===== config.mk =====
export PLATFORM = sky130hd
export DESIGN_NAME = tpst_core
export DESIGN_NICKNAME = d
export VERILOG_FILES = /design/src/core/tpst_step_gen.v /design/src/core/tpst_axis_det.v /design/src/core/tpst_core.v
export VERILOG_INCLUDE_DIRS = /design/src /design/src/core
export SDC_FILE = /design/constraint.sdc
export NUM_CORES = 1
export LEC_CHECK = 0
export BUFFER_PORTS_ARGS = -buffer_cell sky130_fd_sc_hd__buf_2
export CORE_UTILIZATION = 45
export DETAILED_ROUTE_END_ITERATION = 6
export PLACE_DENSITY_LB_ADDON = 0.08
export SYNTH_ARGS = -nofsm -noshare
export SYNTH_HDL_FRONTEND = slang
export SYNTH_SLANG_ARGS = --single-unit

===== constraint.sdc =====
create_clock -name clock_i -period 2.05 [get_ports clock_i]
set_input_delay 0.205 -clock clock_i [delete_from_list [all_inputs] [get_ports clock_i]]
set_output_delay 0.205 -clock clock_i [all_outputs]
set_load 0.005 [all_outputs]

===== src/core/tpst_defs.vh =====
// constants for the tap status, threshold and width-limit block
// Notes on behaviour
// an axis flag is set only when that axis and tap type are enabled
// bit 7 reads 1 once an enabled tap raised the interrupt; resets to 0
// bits 6, 5, 4 flag a tap on z, y, x
// bit 3 is 1 for a double tap trigger, 0 for single
// bits 2, 1, 0 give the sign on z, y, x; 1 means negative
// with latching on, all status bits freeze once bit 7 sets, until read
// reading the source register clears all eight bits after data returns
// reading the source register also drops the tap interrupt
// one 7-bit unsigned threshold per axis, bit 7 reads 0, reset zero
// threshold codes 1 to 127 always scaled to the widest range
// detection starts when axis magnitude exceeds its threshold
// 8-bit width limit bounds time above threshold; only shorter crossings count; the code also counts a width equal to the limit
// longest width limit is the time step times 255
// time step depends on sample rate, oversampling mode and tap filter
// filter on: 1.25 ms at 800 Hz, doubling, capped per mode
// filter off: steps halve, from 0.625 ms up to 40 ms low power
// with latching on, flags are held until software reads them
// with latching off, status follows the newest detection result
// width counter ticks once per time step and restarts each crossing
`ifndef TPST_DEFS_VH
`define TPST_DEFS_VH
`define TPST_ADDR_SRC 8'h22
`define TPST_ADDR_THR_X 8'h23
`define TPST_ADDR_THR_Y 8'h24
`define TPST_ADDR_THR_Z 8'h25
`define TPST_ADDR_LIMIT 8'h26
`define TPST_RST_SRC 8'h00
`define TPST_RST_THR 7'h00
`define TPST_RST_LIMIT 8'h00
`define TPST_BIT_EVENT 7
`define TPST_BIT_Z_HIT 6
`define TPST_BIT_Y_HIT 5
`define TPST_BIT_X_HIT 4
`define TPST_BIT_DOUBLE 3
`define TPST_BIT_SIGN_Z 2
`define TPST_BIT_SIGN_Y 1
`define TPST_BIT_SIGN_X 0
`define TPST_LIMIT_MAX 8'hFF
`define TPST_CLK_PERIOD_NS 5
`define TPST_STEP_UNIT_NS 625000
`define TPST_STEP_UNIT_CYC (`TPST_STEP_UNIT_NS / `TPST_CLK_PERIOD_NS)
`define TPST_MODE_NORMAL 2'h0
`define TPST_MODE_QUIET 2'h1
`define TPST_MODE_HIRES 2'h2
`define TPST_MODE_LOWPWR 2'h3
`define TPST_FS_2G 2'h0
`define TPST_FS_4G 2'h1
`define TPST_FS_8G 2'h2
`endif


===== src/core/tpst_step_gen.v =====
// time step tick generator for the tap width counter
`timescale 1ns/1ps
`default_nettype none
module tpst_step_gen #(
    parameter integer UNIT_CYC = 125000
) (
    input wire clock_i,
    input wire nrst_i,
    input wire [3:0] shift_i,
    input wire restart_i,
    output reg tick_o
);
    reg [31:0] cnt_q;
    wire [31:0] span;
    // step length is the unit times a power of two
    assign span = UNIT_CYC << shift_i;
    // free counter, realigned at every new crossing so the first step is whole
    always @(posedge clock_i or negedge nrst_i) begin
        if (!nrst_i) begin
            cnt_q <= 32'h00000000;
            tick_o <= 1'b0;
        end else if (restart_i || cnt_q >= span - 32'h00000001) begin
            cnt_q <= 32'h00000000;
            tick_o <= ~restart_i;
        end else begin
            cnt_q <= cnt_q + 32'h00000001;
            tick_o <= 1'b0;
        end
    end
endmodule // tpst_step_gen
`default_nettype wire


===== src/core/tpst_axis_det.v =====
// per-axis threshold compare and width-limit timer
`timescale 1ns/1ps
`default_nettype none
module tpst_axis_det (
    input wire clock_i,
    input wire nrst_i,
    input wire sample_valid_i,
    input wire [11:0] sample_i,
    input wire [6:0] threshold_i,
    input wire [7:0] limit_i,
    input wire step_tick_i,
    output wire start_o,
    output reg tap_o,
    output reg sign_o
);
    reg above_q;
    reg sign_q;
    reg [8:0] width_q;
    wire [11:0] mag;
    wire over;
    // magnitude by two's complement negation; full negative scale gives 2048, still in range
    assign mag = sample_i[11] ? ((~sample_i) + 12'h001) : sample_i;
    // one code is sixteen counts at the widest range; code zero never fires
    assign over = (threshold_i != 7'h00) && (mag[11:4] > {1'b0, threshold_i});
    assign start_o = sample_valid_i && over && !above_q;
    always @(posedge clock_i or negedge nrst_i) begin
        if (!nrst_i) begin
            above_q <= 1'b0;
            sign_q <= 1'b0;
            width_q <= 9'h000;
            tap_o <= 1'b0;
            sign_o <= 1'b0;
        end else begin
            tap_o <= 1'b0;
            if (start_o) begin
                above_q <= 1'b1;
                sign_q <= sample_i[11];
                width_q <= 9'h000;
            end else if (sample_valid_i && above_q && !over) begin
                above_q <= 1'b0;
                tap_o <= (width_q <= {1'b0, limit_i});
                sign_o <= sign_q;
            end else if (step_tick_i && above_q && width_q != 9'h1FF) begin
                width_q <= width_q + 9'h001;
            end
        end
    end
endmodule // tpst_axis_det
`default_nettype wire


===== src/core/tpst_core.v =====
// tap source, threshold and width-limit registers with detection
`timescale 1ns/1ps
`default_nettype none
`include "tpst_defs.vh"
module tpst_core #(
    parameter integer UNIT_CYC = `TPST_STEP_UNIT_CYC
) (
    input wire clock_i,
    input wire nrst_i,
    // register port from the serial interface decoder
    input wire [7:0] reg_addr_i,
    input wire reg_wr_i,
    input wire [7:0] reg_wdata_i,
    input wire reg_rd_i,
    output reg [7:0] reg_rdata_o,
    output reg reg_rvalid_o,
    // samples at the output rate
    input wire sample_valid_i,
    input wire [11:0] sample_x_i,
    input wire [11:0] sample_y_i,
    input wire [11:0] sample_z_i,
    input wire [1:0] full_scale_i,
    // configuration from neighbouring registers
    input wire [5:0] event_enable_i,
    input wire latch_flags_i,
    input wire [2:0] output_sample_rate_i,
    input wire [1:0] oversample_mode_i,
    input wire tap_lowpass_filter_on_i,
    // latency and window timers outside
    input wire latency_busy_i,
    input wire second_window_i,
    output wire tap_end_o,
    output wire tap_irq_o
);
    // register state
    reg [7:0] src_q;
    reg [7:0] src_d;
    reg [6:0] thr_x_q;
    reg [6:0] thr_y_q;
    reg [6:0] thr_z_q;
    reg [7:0] limit_q;
    reg [7:0] rd_mux;

    // samples brought onto the widest range
    wire [11:0] scl_x;
    wire [11:0] scl_y;
    wire [11:0] scl_z;

    // per-axis detector results, bit 0 is x
    wire [2:0] start;
    wire [2:0] tap;
    wire [2:0] sign;

    // shared step clock
    wire step_tick;
    wire [3:0] step_shift;

    // source update terms
    wire src_read;
    wire dbl;
    wire [2:0] hit;
    wire any_hit;
    wire frozen;

    // path of one tap through the block:
    // a sample over threshold starts the axis timer and realigns the step clock;
    // the width counter counts step ticks while the axis stays above;
    // the sample that falls back below ends the crossing;
    // a width within the limit gives a one-cycle tap pulse from the detector;
    // an enabled tap outside latency lands in the source one cycle later;
    // the source event bit is the request, so it stands until read;
    // a read returns the old value and clears the source at the same edge;
    // this costs two cycles from the last sample to the request.

    // bring a sample onto the widest range so thresholds keep fixed weight
    function [11:0] to_wide;
        input [11:0] s;
        input [1:0] fs;
        begin
            // 2 g carries two more fraction bits than 8 g, 4 g one more
            case (fs)
                `TPST_FS_2G: to_wide = {{2{s[11]}}, s[11:2]};
                `TPST_FS_4G: to_wide = {s[11], s[11:1]};
                default: to_wide = s;
            endcase
        end
    endfunction

    // rate code to exponent of the step, before any mode cap
    function [3:0] rate_exp;
        input [2:0] r;
        begin
            // slow rates skip exponents: 12.5 Hz is 64 times slower than 800 Hz
            case (r)
                3'h0: rate_exp = 4'h0;
                3'h1: rate_exp = 4'h1;
                3'h2: rate_exp = 4'h2;
                3'h3: rate_exp = 4'h3;
                3'h4: rate_exp = 4'h4;
                3'h5: rate_exp = 4'h6;
                3'h6: rate_exp = 4'h7;
                default: rate_exp = 4'h9;
            endcase
        end
    endfunction

    // smaller of two exponents
    function [3:0] min4;
        input [3:0] a;
        input [3:0] b;
        begin
            min4 = (a < b) ? a : b;
        end
    endfunction

    // step as a power-of-two multiple of 0.625 ms
    function [3:0] step_exp;
        input [2:0] r;
        input [1:0] m;
        input f;
        reg [3:0] k;
        reg [3:0] km1;
        begin
            k = rate_exp(r);
            // one rate behind, for modes whose unfiltered step lags the rate
            km1 = (k == 4'h0) ? 4'h0 : k - 4'h1;
            if (f) begin
                // filter on: 1.25 ms at the top rate, then capped per mode
                case (m)
                    // normal stops at 20 ms
                    `TPST_MODE_NORMAL: step_exp = min4(k, 4'h4) + 4'h1;
                    // quiet low power stops at 80 ms
                    `TPST_MODE_QUIET: step_exp = min4(k, 4'h6) + 4'h1;
                    // high resolution stops at 2.5 ms
                    `TPST_MODE_HIRES: step_exp = min4(k, 4'h1) + 4'h1;
                    // low power stops at 160 ms
                    default: step_exp = min4(k, 4'h7) + 4'h1;
                endcase
            end else begin
                // filter off: normal and quiet step one rate finer than low power
                case (m)
                    // normal lags one rate, stops at 5 ms
                    `TPST_MODE_NORMAL: step_exp = min4(km1, 4'h3);
                    // quiet lags one rate, stops at 20 ms
                    `TPST_MODE_QUIET: step_exp = min4(km1, 4'h5);
                    // high resolution stays at the unit step
                    `TPST_MODE_HIRES: step_exp = 4'h0;
                    // low power keeps pace, stops at 40 ms
                    default: step_exp = min4(k, 4'h6);
                endcase
            end
        end
    endfunction

    // samples scaled once, shared by compare and sign
    assign scl_x = to_wide(sample_x_i, full_scale_i);
    assign scl_y = to_wide(sample_y_i, full_scale_i);
    assign scl_z = to_wide(sample_z_i, full_scale_i);

    // step length follows rate, mode and filter; longest limit is step times 255
    assign step_shift = step_exp(
        output_sample_rate_i,
        oversample_mode_i,
        tap_lowpass_filter_on_i
    );

    // one shared step clock; a crossing on any axis realigns it
    tpst_step_gen #(
        .UNIT_CYC(UNIT_CYC)
    ) u_step (
        .clock_i(clock_i),
        .nrst_i(nrst_i),
        .shift_i(step_shift),
        .restart_i(|start),
        .tick_o(step_tick)
    );

    // x axis detector
    tpst_axis_det u_det_x (
        .clock_i(clock_i),
        .nrst_i(nrst_i),
        .sample_valid_i(sample_valid_i),
        .sample_i(scl_x),
        .threshold_i(thr_x_q),
        .limit_i(limit_q),
        .step_tick_i(step_tick),
        .start_o(start[0]),
        .tap_o(tap[0]),
        .sign_o(sign[0])
    );

    // y axis detector
    tpst_axis_det u_det_y (
        .clock_i(clock_i),
        .nrst_i(nrst_i),
        .sample_valid_i(sample_valid_i),
        .sample_i(scl_y),
        .threshold_i(thr_y_q),
        .limit_i(limit_q),
        .step_tick_i(step_tick),
        .start_o(start[1]),
        .tap_o(tap[1]),
        .sign_o(sign[1])
    );

    // z axis detector
    tpst_axis_det u_det_z (
        .clock_i(clock_i),
        .nrst_i(nrst_i),
        .sample_valid_i(sample_valid_i),
        .sample_i(scl_z),
        .threshold_i(thr_z_q),
        .limit_i(limit_q),
        .step_tick_i(step_tick),
        .start_o(start[2]),
        .tap_o(tap[2]),
        .sign_o(sign[2])
    );

    // an axis reports only for its own enable of the tap type seen
    function axis_hit;
        input t;
        input d;
        input en_single;
        input en_double;
        input blocked;
        begin
            axis_hit = t && !blocked && (d ? en_double : en_single);
        end
    endfunction

    // a tap inside the second window counts as double; latency hides pulses
    assign dbl = second_window_i;
    assign hit[0] = axis_hit(tap[0], dbl, event_enable_i[0], event_enable_i[1], latency_busy_i);
    assign hit[1] = axis_hit(tap[1], dbl, event_enable_i[2], event_enable_i[3], latency_busy_i);
    assign hit[2] = axis_hit(tap[2], dbl, event_enable_i[4], event_enable_i[5], latency_busy_i);
    assign any_hit = |hit;
    // every valid crossing end outside latency goes to the latency timer, enabled or not
    assign tap_end_o = (|tap) && !latency_busy_i;

    // a read strobe on the source address
    assign src_read = reg_rd_i && (reg_addr_i == `TPST_ADDR_SRC);

    // latched flags stand still while the event bit is up
    assign frozen = latch_flags_i && src_q[`TPST_BIT_EVENT];

    // next source value: read clears, then a new event lands on top
    always @* begin
        src_d = src_q;
        if (src_read) begin
            src_d = `TPST_RST_SRC;
        end
        // an event and a read at one edge: the event survives the clear
        if (any_hit && (!frozen || src_read)) begin
            // latched: first event wins; unlatched: newest event replaces
            src_d[`TPST_BIT_EVENT] = 1'b1;
            src_d[`TPST_BIT_Z_HIT] = hit[2];
            src_d[`TPST_BIT_Y_HIT] = hit[1];
            src_d[`TPST_BIT_X_HIT] = hit[0];
            src_d[`TPST_BIT_DOUBLE] = dbl;
            // signs only for axes that hit, so a quiet axis reads positive
            src_d[`TPST_BIT_SIGN_Z] = hit[2] & sign[2];
            src_d[`TPST_BIT_SIGN_Y] = hit[1] & sign[1];
            src_d[`TPST_BIT_SIGN_X] = hit[0] & sign[0];
        end
    end

    // source register
    always @(posedge clock_i or negedge nrst_i) begin
        if (!nrst_i) begin
            src_q <= `TPST_RST_SRC;
        end else begin
            src_q <= src_d;
        end
    end

    // interrupt request is the event bit, so a read drops it
    // a level, not a pulse: a host that misses the edge still sees it
    assign tap_irq_o = src_q[`TPST_BIT_EVENT];

    // x threshold; seven bits stored, the top bit reads back as zero
    always @(posedge clock_i or negedge nrst_i) begin
        if (!nrst_i) begin
            thr_x_q <= `TPST_RST_THR;
        end else if (reg_wr_i && (reg_addr_i == `TPST_ADDR_THR_X)) begin
            thr_x_q <= reg_wdata_i[6:0];
        end
    end

    // y threshold
    always @(posedge clock_i or negedge nrst_i) begin
        if (!nrst_i) begin
            thr_y_q <= `TPST_RST_THR;
        end else if (reg_wr_i && (reg_addr_i == `TPST_ADDR_THR_Y)) begin
            thr_y_q <= reg_wdata_i[6:0];
        end
    end

    // z threshold
    always @(posedge clock_i or negedge nrst_i) begin
        if (!nrst_i) begin
            thr_z_q <= `TPST_RST_THR;
        end else if (reg_wr_i && (reg_addr_i == `TPST_ADDR_THR_Z)) begin
            thr_z_q <= reg_wdata_i[6:0];
        end
    end

    // width limit; all eight bits count
    always @(posedge clock_i or negedge nrst_i) begin
        if (!nrst_i) begin
            limit_q <= `TPST_RST_LIMIT;
        end else if (reg_wr_i && (reg_addr_i == `TPST_ADDR_LIMIT)) begin
            limit_q <= reg_wdata_i;
        end
    end

    // read select; the source register is read only, writes to it are dropped
    // unmapped addresses read as zero
    always @* begin
        case (reg_addr_i)
            `TPST_ADDR_SRC: rd_mux = src_q;
            `TPST_ADDR_THR_X: rd_mux = {1'b0, thr_x_q};
            `TPST_ADDR_THR_Y: rd_mux = {1'b0, thr_y_q};
            `TPST_ADDR_THR_Z: rd_mux = {1'b0, thr_z_q};
            `TPST_ADDR_LIMIT: rd_mux = limit_q;
            default: rd_mux = 8'h00;
        endcase
    end

    // read data registered; it carries the value from before the clear
    // valid follows every read strobe, whatever the address
    always @(posedge clock_i or negedge nrst_i) begin
        if (!nrst_i) begin
            reg_rdata_o <= 8'h00;
            reg_rvalid_o <= 1'b0;
        end else begin
            reg_rvalid_o <= reg_rd_i;
            if (reg_rd_i) begin
                reg_rdata_o <= rd_mux;
            end
        end
    end
endmodule // tpst_core
`default_nettype wire


==> results.cfg, run 1 <==
[global_route]
use_met3 = 0.0519
grt_start_max_net_pins = 47
grt_pass1_wl_mm = 45.4
grt_pass1_vias = 9144
grt_busiest_layer = met2
grt_util_met2 = 0.432
antenna_found_initial = 0
overflow = 0
use_met1 = 0.348
grtUsageTotal = 0.262

[status]
status = finished with violations
violations = setup timing

[yosys]
synth-edff-count = 0
seq_area_frac_synth = 0.311
postSynthCellCount = 1081
synth_seq_cells = 118
syn_nets = 1246
netlist_area_um2 = 9500
yosysWarnings = 0
synth_ff_type = dfrtp_1
synthTopCellsByArea = dfrtp_1, ha_1, nor2_1
ys_types = 77
synth.top_cell.area_share = 0.311
yosys.area.top_type = dfrtp_1
async_reset_ff_frac = 1.00
synth_common_cells = nor2_1, dfrtp_1, nand2_1
synth_area_per_cell_um2 = 8.78
yosysMostFrequentCell = nor2_1

[sta]
rsz0062_at_grt = yes
period_minus_slack_ps = 3990
finalWorstSetupSlack_ps = -1940
skew_ps = 9.05
fin_worst_hold_slack_ps = 11.7
finalCritPeriodShare = 1.94
max_freq_mhz = 251
slew_headroom = 0.636
drv_slew = 0
tns_ps = -106560
final-hold-violation-count = 0
tightest_slew_ps = 546
setup-violations-final = 72

[layout]
finalNonFillerCells = 1722
areaGrowthSynthToFinish_pct = 50.2
fill_cells = 1619
nNetsFinal = 1603
multi_input_area_um2 = 7160
ff_latch_area_um2 = 2950
postLayoutCellArea_um2 = 14300
drive_above_1_share = 0.425

[worst_setup_path]
start_kind = primary input
worstSetupEndpointType = flop
path_max_fanout = 5
worstPathArrival_ps = 4350
criticalPathCategory = in -> reg
cp.required_ps = 2410

[floorplan]
die_w_um = 147
die_area_um2 = 21700
ios = 85
coreArea_um2 = 20400
rows = 52
initial_core_util = 0.465
die_h_um = 147

[cts]
tritoncts = built
cts_num_sinks = 118
tritoncts.num_buffers = 17
clk_latency_ps = 430
ctsRootBufferMaster = clkbuf_16
cts.path.max_buffers = 2
clk_transition_reported_paths_ps = 60
htree_levels = 4

[place]
hpwl_mm = 20.3
place_congestion = 0.908
place_area_um2 = 12200
numPortBuffers = 84
place_inst = 1646
place_ws_ps = -2430

[power_and_ir_drop]
power.leakage_nw = 6.69
vdd_drop_max_uv = 554
p_per_area_nw_per_um2 = 737

[routing]
drt-initial-drc-count = 370
drc_errors = 0
vias = 9197
avgRoutedWirePerCell_um = 16.2
final_antenna_net_count = 0
wl_mm = 28.0
drt-pass1-iter-count = 5
via_per_inst = 5.34

[flow_run]
drv_cap = 0

[min_path]
hold_class = in -> reg
[stage by stage]
| stage | total power, W | utilization |
|---|---|---|
| finish | 0.0105 | 0.698 |
| floorplan | 0.00513 | - |
| CTS | 0.0101 | 0.668 |
| global route | 0.0111 | 0.698 |
| global placement | 0.00649 | 0.598 |
| detailed placement | 0.00657 | 0.598 |
[per-layer routing]
layer,routed length (µm),share of wire,vias to the layer above
li1,-,-,4592
met4,431,0.015,0
met1,12800,0.46,4407
met3,1080,0.038,32
met5,0,0,-
met2,13700,0.49,166
[placed cells by master (no fill, tap or decap), types with 7 or more instances in the layout]
cell type | synthesis | layout
nor2_2 | 0 | 10
buf_12 | 0 | 13
a21o_1 | 18 | 18
buf_2 | 8 | 77
nand4_1 | 31 | 31
dfrtp_1 | 118 | 118
nand2b_1 | 15 | 15
mux2_4 | 2 | 13
nand3b_1 | 11 | 11
o21a_1 | 15 | 15
a21oi_1 | 56 | 43
ha_4 | 0 | 9
mux2_2 | 36 | 26
a221oi_1 | 8 | 8
nand2_4 | 0 | 7
nand2_2 | 1 | 13
a22oi_1 | 8 | 7
nor3_1 | 23 | 18
nand2_1 | 95 | 76
inv_1 | 52 | 46
inv_6 | 0 | 7
o211ai_1 | 7 | 7
a21oi_2 | 0 | 12
nor2_1 | 120 | 79
clkbuf_16 | 0 | 18
buf_6 | 2 | 29
xnor2_1 | 37 | 36
buf_4 | 6 | 252
and3_1 | 22 | 20
nand3_1 | 35 | 26
xor2_1 | 46 | 46
ha_1 | 91 | 79
mux2i_1 | 28 | 23
o21ai_0 | 53 | 33
o21ai_1 | 2 | 12
nor2_4 | 1 | 32
nor2b_1 | 16 | 14
o21ai_2 | 1 | 8
[cell families after synthesis]
logic type,synth area share
xor+xnor,0.0766
simple gates,0.223
fa+ha+maj,0.120
flops,0.311
mux,0.0789
buf+inv,0.0410
compound gates,0.150
[registers in the layout, indices dropped and copies added, names as in the netlist, 7 cells and up]
register	flops
thr_x_q	7
u_det_x.width_q	9
thr_z_q	7
src_q	8
u_det_y.width_q	9
u_step.cnt_q	32
thr_y_q	7
limit_q	8
u_det_z.width_q	9
reg_rdata_o	8
[report_power, final]
group          switching, W  internal, W  total, W
registers          0.000301      0.00269   0.00299
logic               0.00210      0.00230   0.00439
clock network       0.00126      0.00185   0.00311
[worst paths after layout]
path / from / to / slack (ps) / cells after the start
min in group asynchronous: nrst_i / reg_rdata_o[3]$_DFFE_PN0P_ / 290 / 2
max in group asynchronous: nrst_i / u_det_z.sign_q$_DFFE_PN0P_ / 1090 / 3
min: reg_wdata_i[7] / limit_q[7]$_DFFE_PN0P_ / 10 / 2
min reg2reg: u_det_x.width_q[8]$_DFFE_PN0P_ / u_det_x.tap_o$_DFF_PN0_ / 480 / 1
max reg2reg: thr_z_q[4]$_DFFE_PN0P_ / u_step.cnt_q[17]$_DFF_PN0_ / -580 / 12
max: oversample_mode_i[1] / u_step.cnt_q[17]$_DFF_PN0_ / -1940 / 24
[timing repair]
action | 4_1_cts | 5_1_grt
hold buffers | 1 | 0
hold endpoints to repair | 35 | 0
resized for setup | 121 | 117
pin swaps | 49 | 58
setup buffers | 25 | 20
setup endpoints to repair | 72 | 72
cloned | 3 | 1
[area by class of cell]
| class | count | area share |
|---|---|---|
| antenna | 1 | 0.000175 |
| clock buffer | 17 | 0.0298 |
| clock inverter | 15 | 0.0130 |
| inverter | 53 | 0.0147 |
| multi-input combinational | 872 | 0.502 |
| sequential | 118 | 0.207 |
| tap | 270 | 0.0237 |
| timing repair buffer | 376 | 0.209 |
[critical path, cell delays in order]
cell       delay, ps
buf_6            100
and2_4           160
a22o_1           220
nand2_1           80
o311ai_1         100
mux2_4           360
ha_4             310
nor2b_4          150
o31a_1           230
o211ai_4         120
or4_1            520
nand3_1          100
a22oi_1          110
ha_1             330
nand3_1           90
a21boi_1          70
o21ai_1          140
a21boi_1          80
o21bai_1         130
o211a_1          230
nand3_4          120
buf_12           160
clkbuf_16        160
nor2_2            70
No activity file was read; power rests on OpenSTA's default activity.
==> run 2, diff against run 1 <==
Clock period 2.05 ns to 4.4 ns, I/O delays scaled along.
==> run 2 against run 1 <==
  * The run now ends clean
  * Clock-buffer cell count rose by 6
  * Clock power fell by 55%
  * Worst setup slack improved by 2100 ps
  * Via count fell by 10%
  * Utilization fell by 13 points
  * Combinational power fell by 68%
  * Register-to-register slack improved by 2400 ps
  * Worst hold slack improved by 270 ps
  * Sequential share of layout area rose by 4.6 points
  * Die area did not move
  * Clock skew fell by 1.4 ps
==> results.cfg, run 2 (synthesis results as in run 1) <==
[status]
status = finished clean

[worst_setup_path]
rr_worst_depth = 10
crit_path_cell_trace = buf_2 -> buf_4 -> o21ai_1 -> nand2_1 -> nand2_1 -> ha_2 -> mux2_4 -> ha_1 -> inv_2 -> nand3_4 -> nor4_4 -> a32oi_1 -> nor2_1 -> a21o_1 -> ha_1 -> a21o_1 -> a21o_1 -> a21o_1 -> a21o_1 -> a211oi_2 -> o211a_1 -> nand3_2 -> buf_4 -> nor2_1
rrSetupSlack_ps = 1800
crit_top_cell = a21o_1
r2r_end = u_det_x.width_q[5]$_DFFE_PN0P_
max_stage_delay_ps = 310
worstPathArrival_ps = 4550
path_max_fanout = 11
criticalPathCategory = in -> reg
cp_slowest_cell = mux2_4
r2r-start = u_det_x.width_q[2]$_DFFE_PN0P_
cp.required_ps = 4740
start_kind = primary input
worstSetupEndpointType = flop

[floorplan]
die_w_um = 147
ios = 85
die_area_um2 = 21700
die_h_um = 147
rows = 52
initial_core_util = 0.465
coreArea_um2 = 20400

[sta]
final-hold-violation-count = 0
tightest_slew_ps = 749
drv_slew = 0
setup-violations-final = 0
finalCritPeriodShare = 0.957
rsz0062_at_grt = yes
period_minus_slack_ps = 4210
skew_ps = 7.62
max_freq_mhz = 237
tns_ps = 0
slew_headroom = 0.499

[power_and_ir_drop]
p_per_area_nw_per_um2 = 360
power.leakage_nw = 5.50
vdd_drop_max_uv = 286
finalPower_w = 0.00421

[global_route]
antenna_found_initial = 0
overflow = 0
grt_start_max_net_pins = 46
grtUsageTotal = 0.226
grt_pass1_vias = 7819
grt_pass1_wl_mm = 39.3

[min_path]
whs_path_depth = 2
hold_class = in -> reg
min_to = limit_q[7]$_DFFE_PN0P_
min-delay-start = reg_wdata_i[7]

[layout]
final_util = 0.572
largest_register_ffs = 32
fill_cells = 1894
drive_above_1_share = 0.245
top_register = u_step.cnt_q
mostFrequentLayoutCell = dfrtp_1
areaGrowthSynthToFinish_pct = 23.0
nNetsFinal = 1412
antennaDiodeCount = 0
most-common-layout-cells = dfrtp_1, nor2_1, buf_4
postLayoutCellArea_um2 = 11700

[routing]
avgRoutedWirePerCell_um = 15.5
vias = 8246
drc_errors = 0
final_antenna_net_count = 0
drt-pass1-iter-count = 5
via_per_inst = 5.39
drt-initial-drc-count = 493
wl_mm = 23.7

[cts]
htree_levels = 4
cts.path.max_buffers = 2
tritoncts = built
tritoncts.num_buffers = 17
clk_transition_reported_paths_ps = 50
cts_num_sinks = 118
ctsRootBufferMaster = clkbuf_16
clk_latency_ps = 410

[flow_run]
drv_cap = 0

[place]
hpwl_mm = 18.7
place_congestion = 0.864
place_area_um2 = 10900
numPortBuffers = 84
[run 2: changes by cell type in the layout (fill, tap and decap cells not counted), sizes merged]
cell      before  now
clkbuf        18   24
clkinvlp       1    2
bufinv         2    3
diode          1    0
clkinv         2    4
buf          374  183
inv           63   52
[run 2: worst max path at each step]
stage               slack, ps                          to                  from
finish                    190  u_step.cnt_q[13]$_DFF_PN0_  oversample_mode_i[0]
global route              -20  u_step.cnt_q[14]$_DFF_PN0_  oversample_mode_i[0]
CTS                        90     u_step.tick_o$_DFF_PN0_  oversample_mode_i[0]
detailed placement       -430     u_step.tick_o$_DFF_PN0_  oversample_mode_i[0]
global placement         -340     u_step.tick_o$_DFF_PN0_  oversample_mode_i[0]
floorplan                 0.4   u_step.cnt_q[0]$_DFF_PN0_  oversample_mode_i[0]
[run 2: area by class of cell]
type,instances,area [µm²],share of cell area
clock buffer,23,468,0.0401
clock inverter,8,124,0.0106
inverter,53,199,0.0170
multi-input combinational,872,6390,0.547
sequential,118,2950,0.253
tap,270,338,0.0289
timing repair buffer,185,1210,0.104
[run 2: power breakdown]
part           total (W)  internal [W]  leakage (nW)  switching (W)
Sequential       0.00144       0.00126          1.56       0.000181
Combinational    0.00139      0.000691          3.66       0.000696
Clock            0.00139      0.000915         0.283       0.000471
Total            0.00421       0.00286          5.50        0.00135
[run 2: critical path: cells and delay by family]
family,cells,cell delay (ps)
AO/OA/AOI/OAI,9,1520
AND/OR/NAND/NOR,7,900
adder cells (fa/ha/maj),3,790
buffers and inverters,4,600
multiplexers,1,310
[run 2: metal layers]
layer,routed length (µm),share of wire,track usage
met1,12000,0.51,0.327
met2,10600,0.45,0.348
met3,788,0.033,0.0398
met4,285,0.012,0.0567
met5,0,0,0
[run 2: through the flow]
stage	setup WS (ps)	hold WS, ps	std cells
after floorplan	0.404	144	1081
after CTS	94.3	266	1525
final	189	285	1529
after global routing	-21.2	280	1529
after detailed placement	-425	433	1493
after global placement	-339	435	1493
[run 2: what timing repair did]
| action | 4_1_cts | 5_1_grt |
|---|---|---|
| resized for setup | 1 | 21 |
| setup buffers | 0 | 4 |
| endpoints found under the setup margin | 1 | 40 |
| endpoints found under the hold margin | 35 | 0 |
| hold buffers | 1 | 0 |
| pin swaps | 0 | 8 |
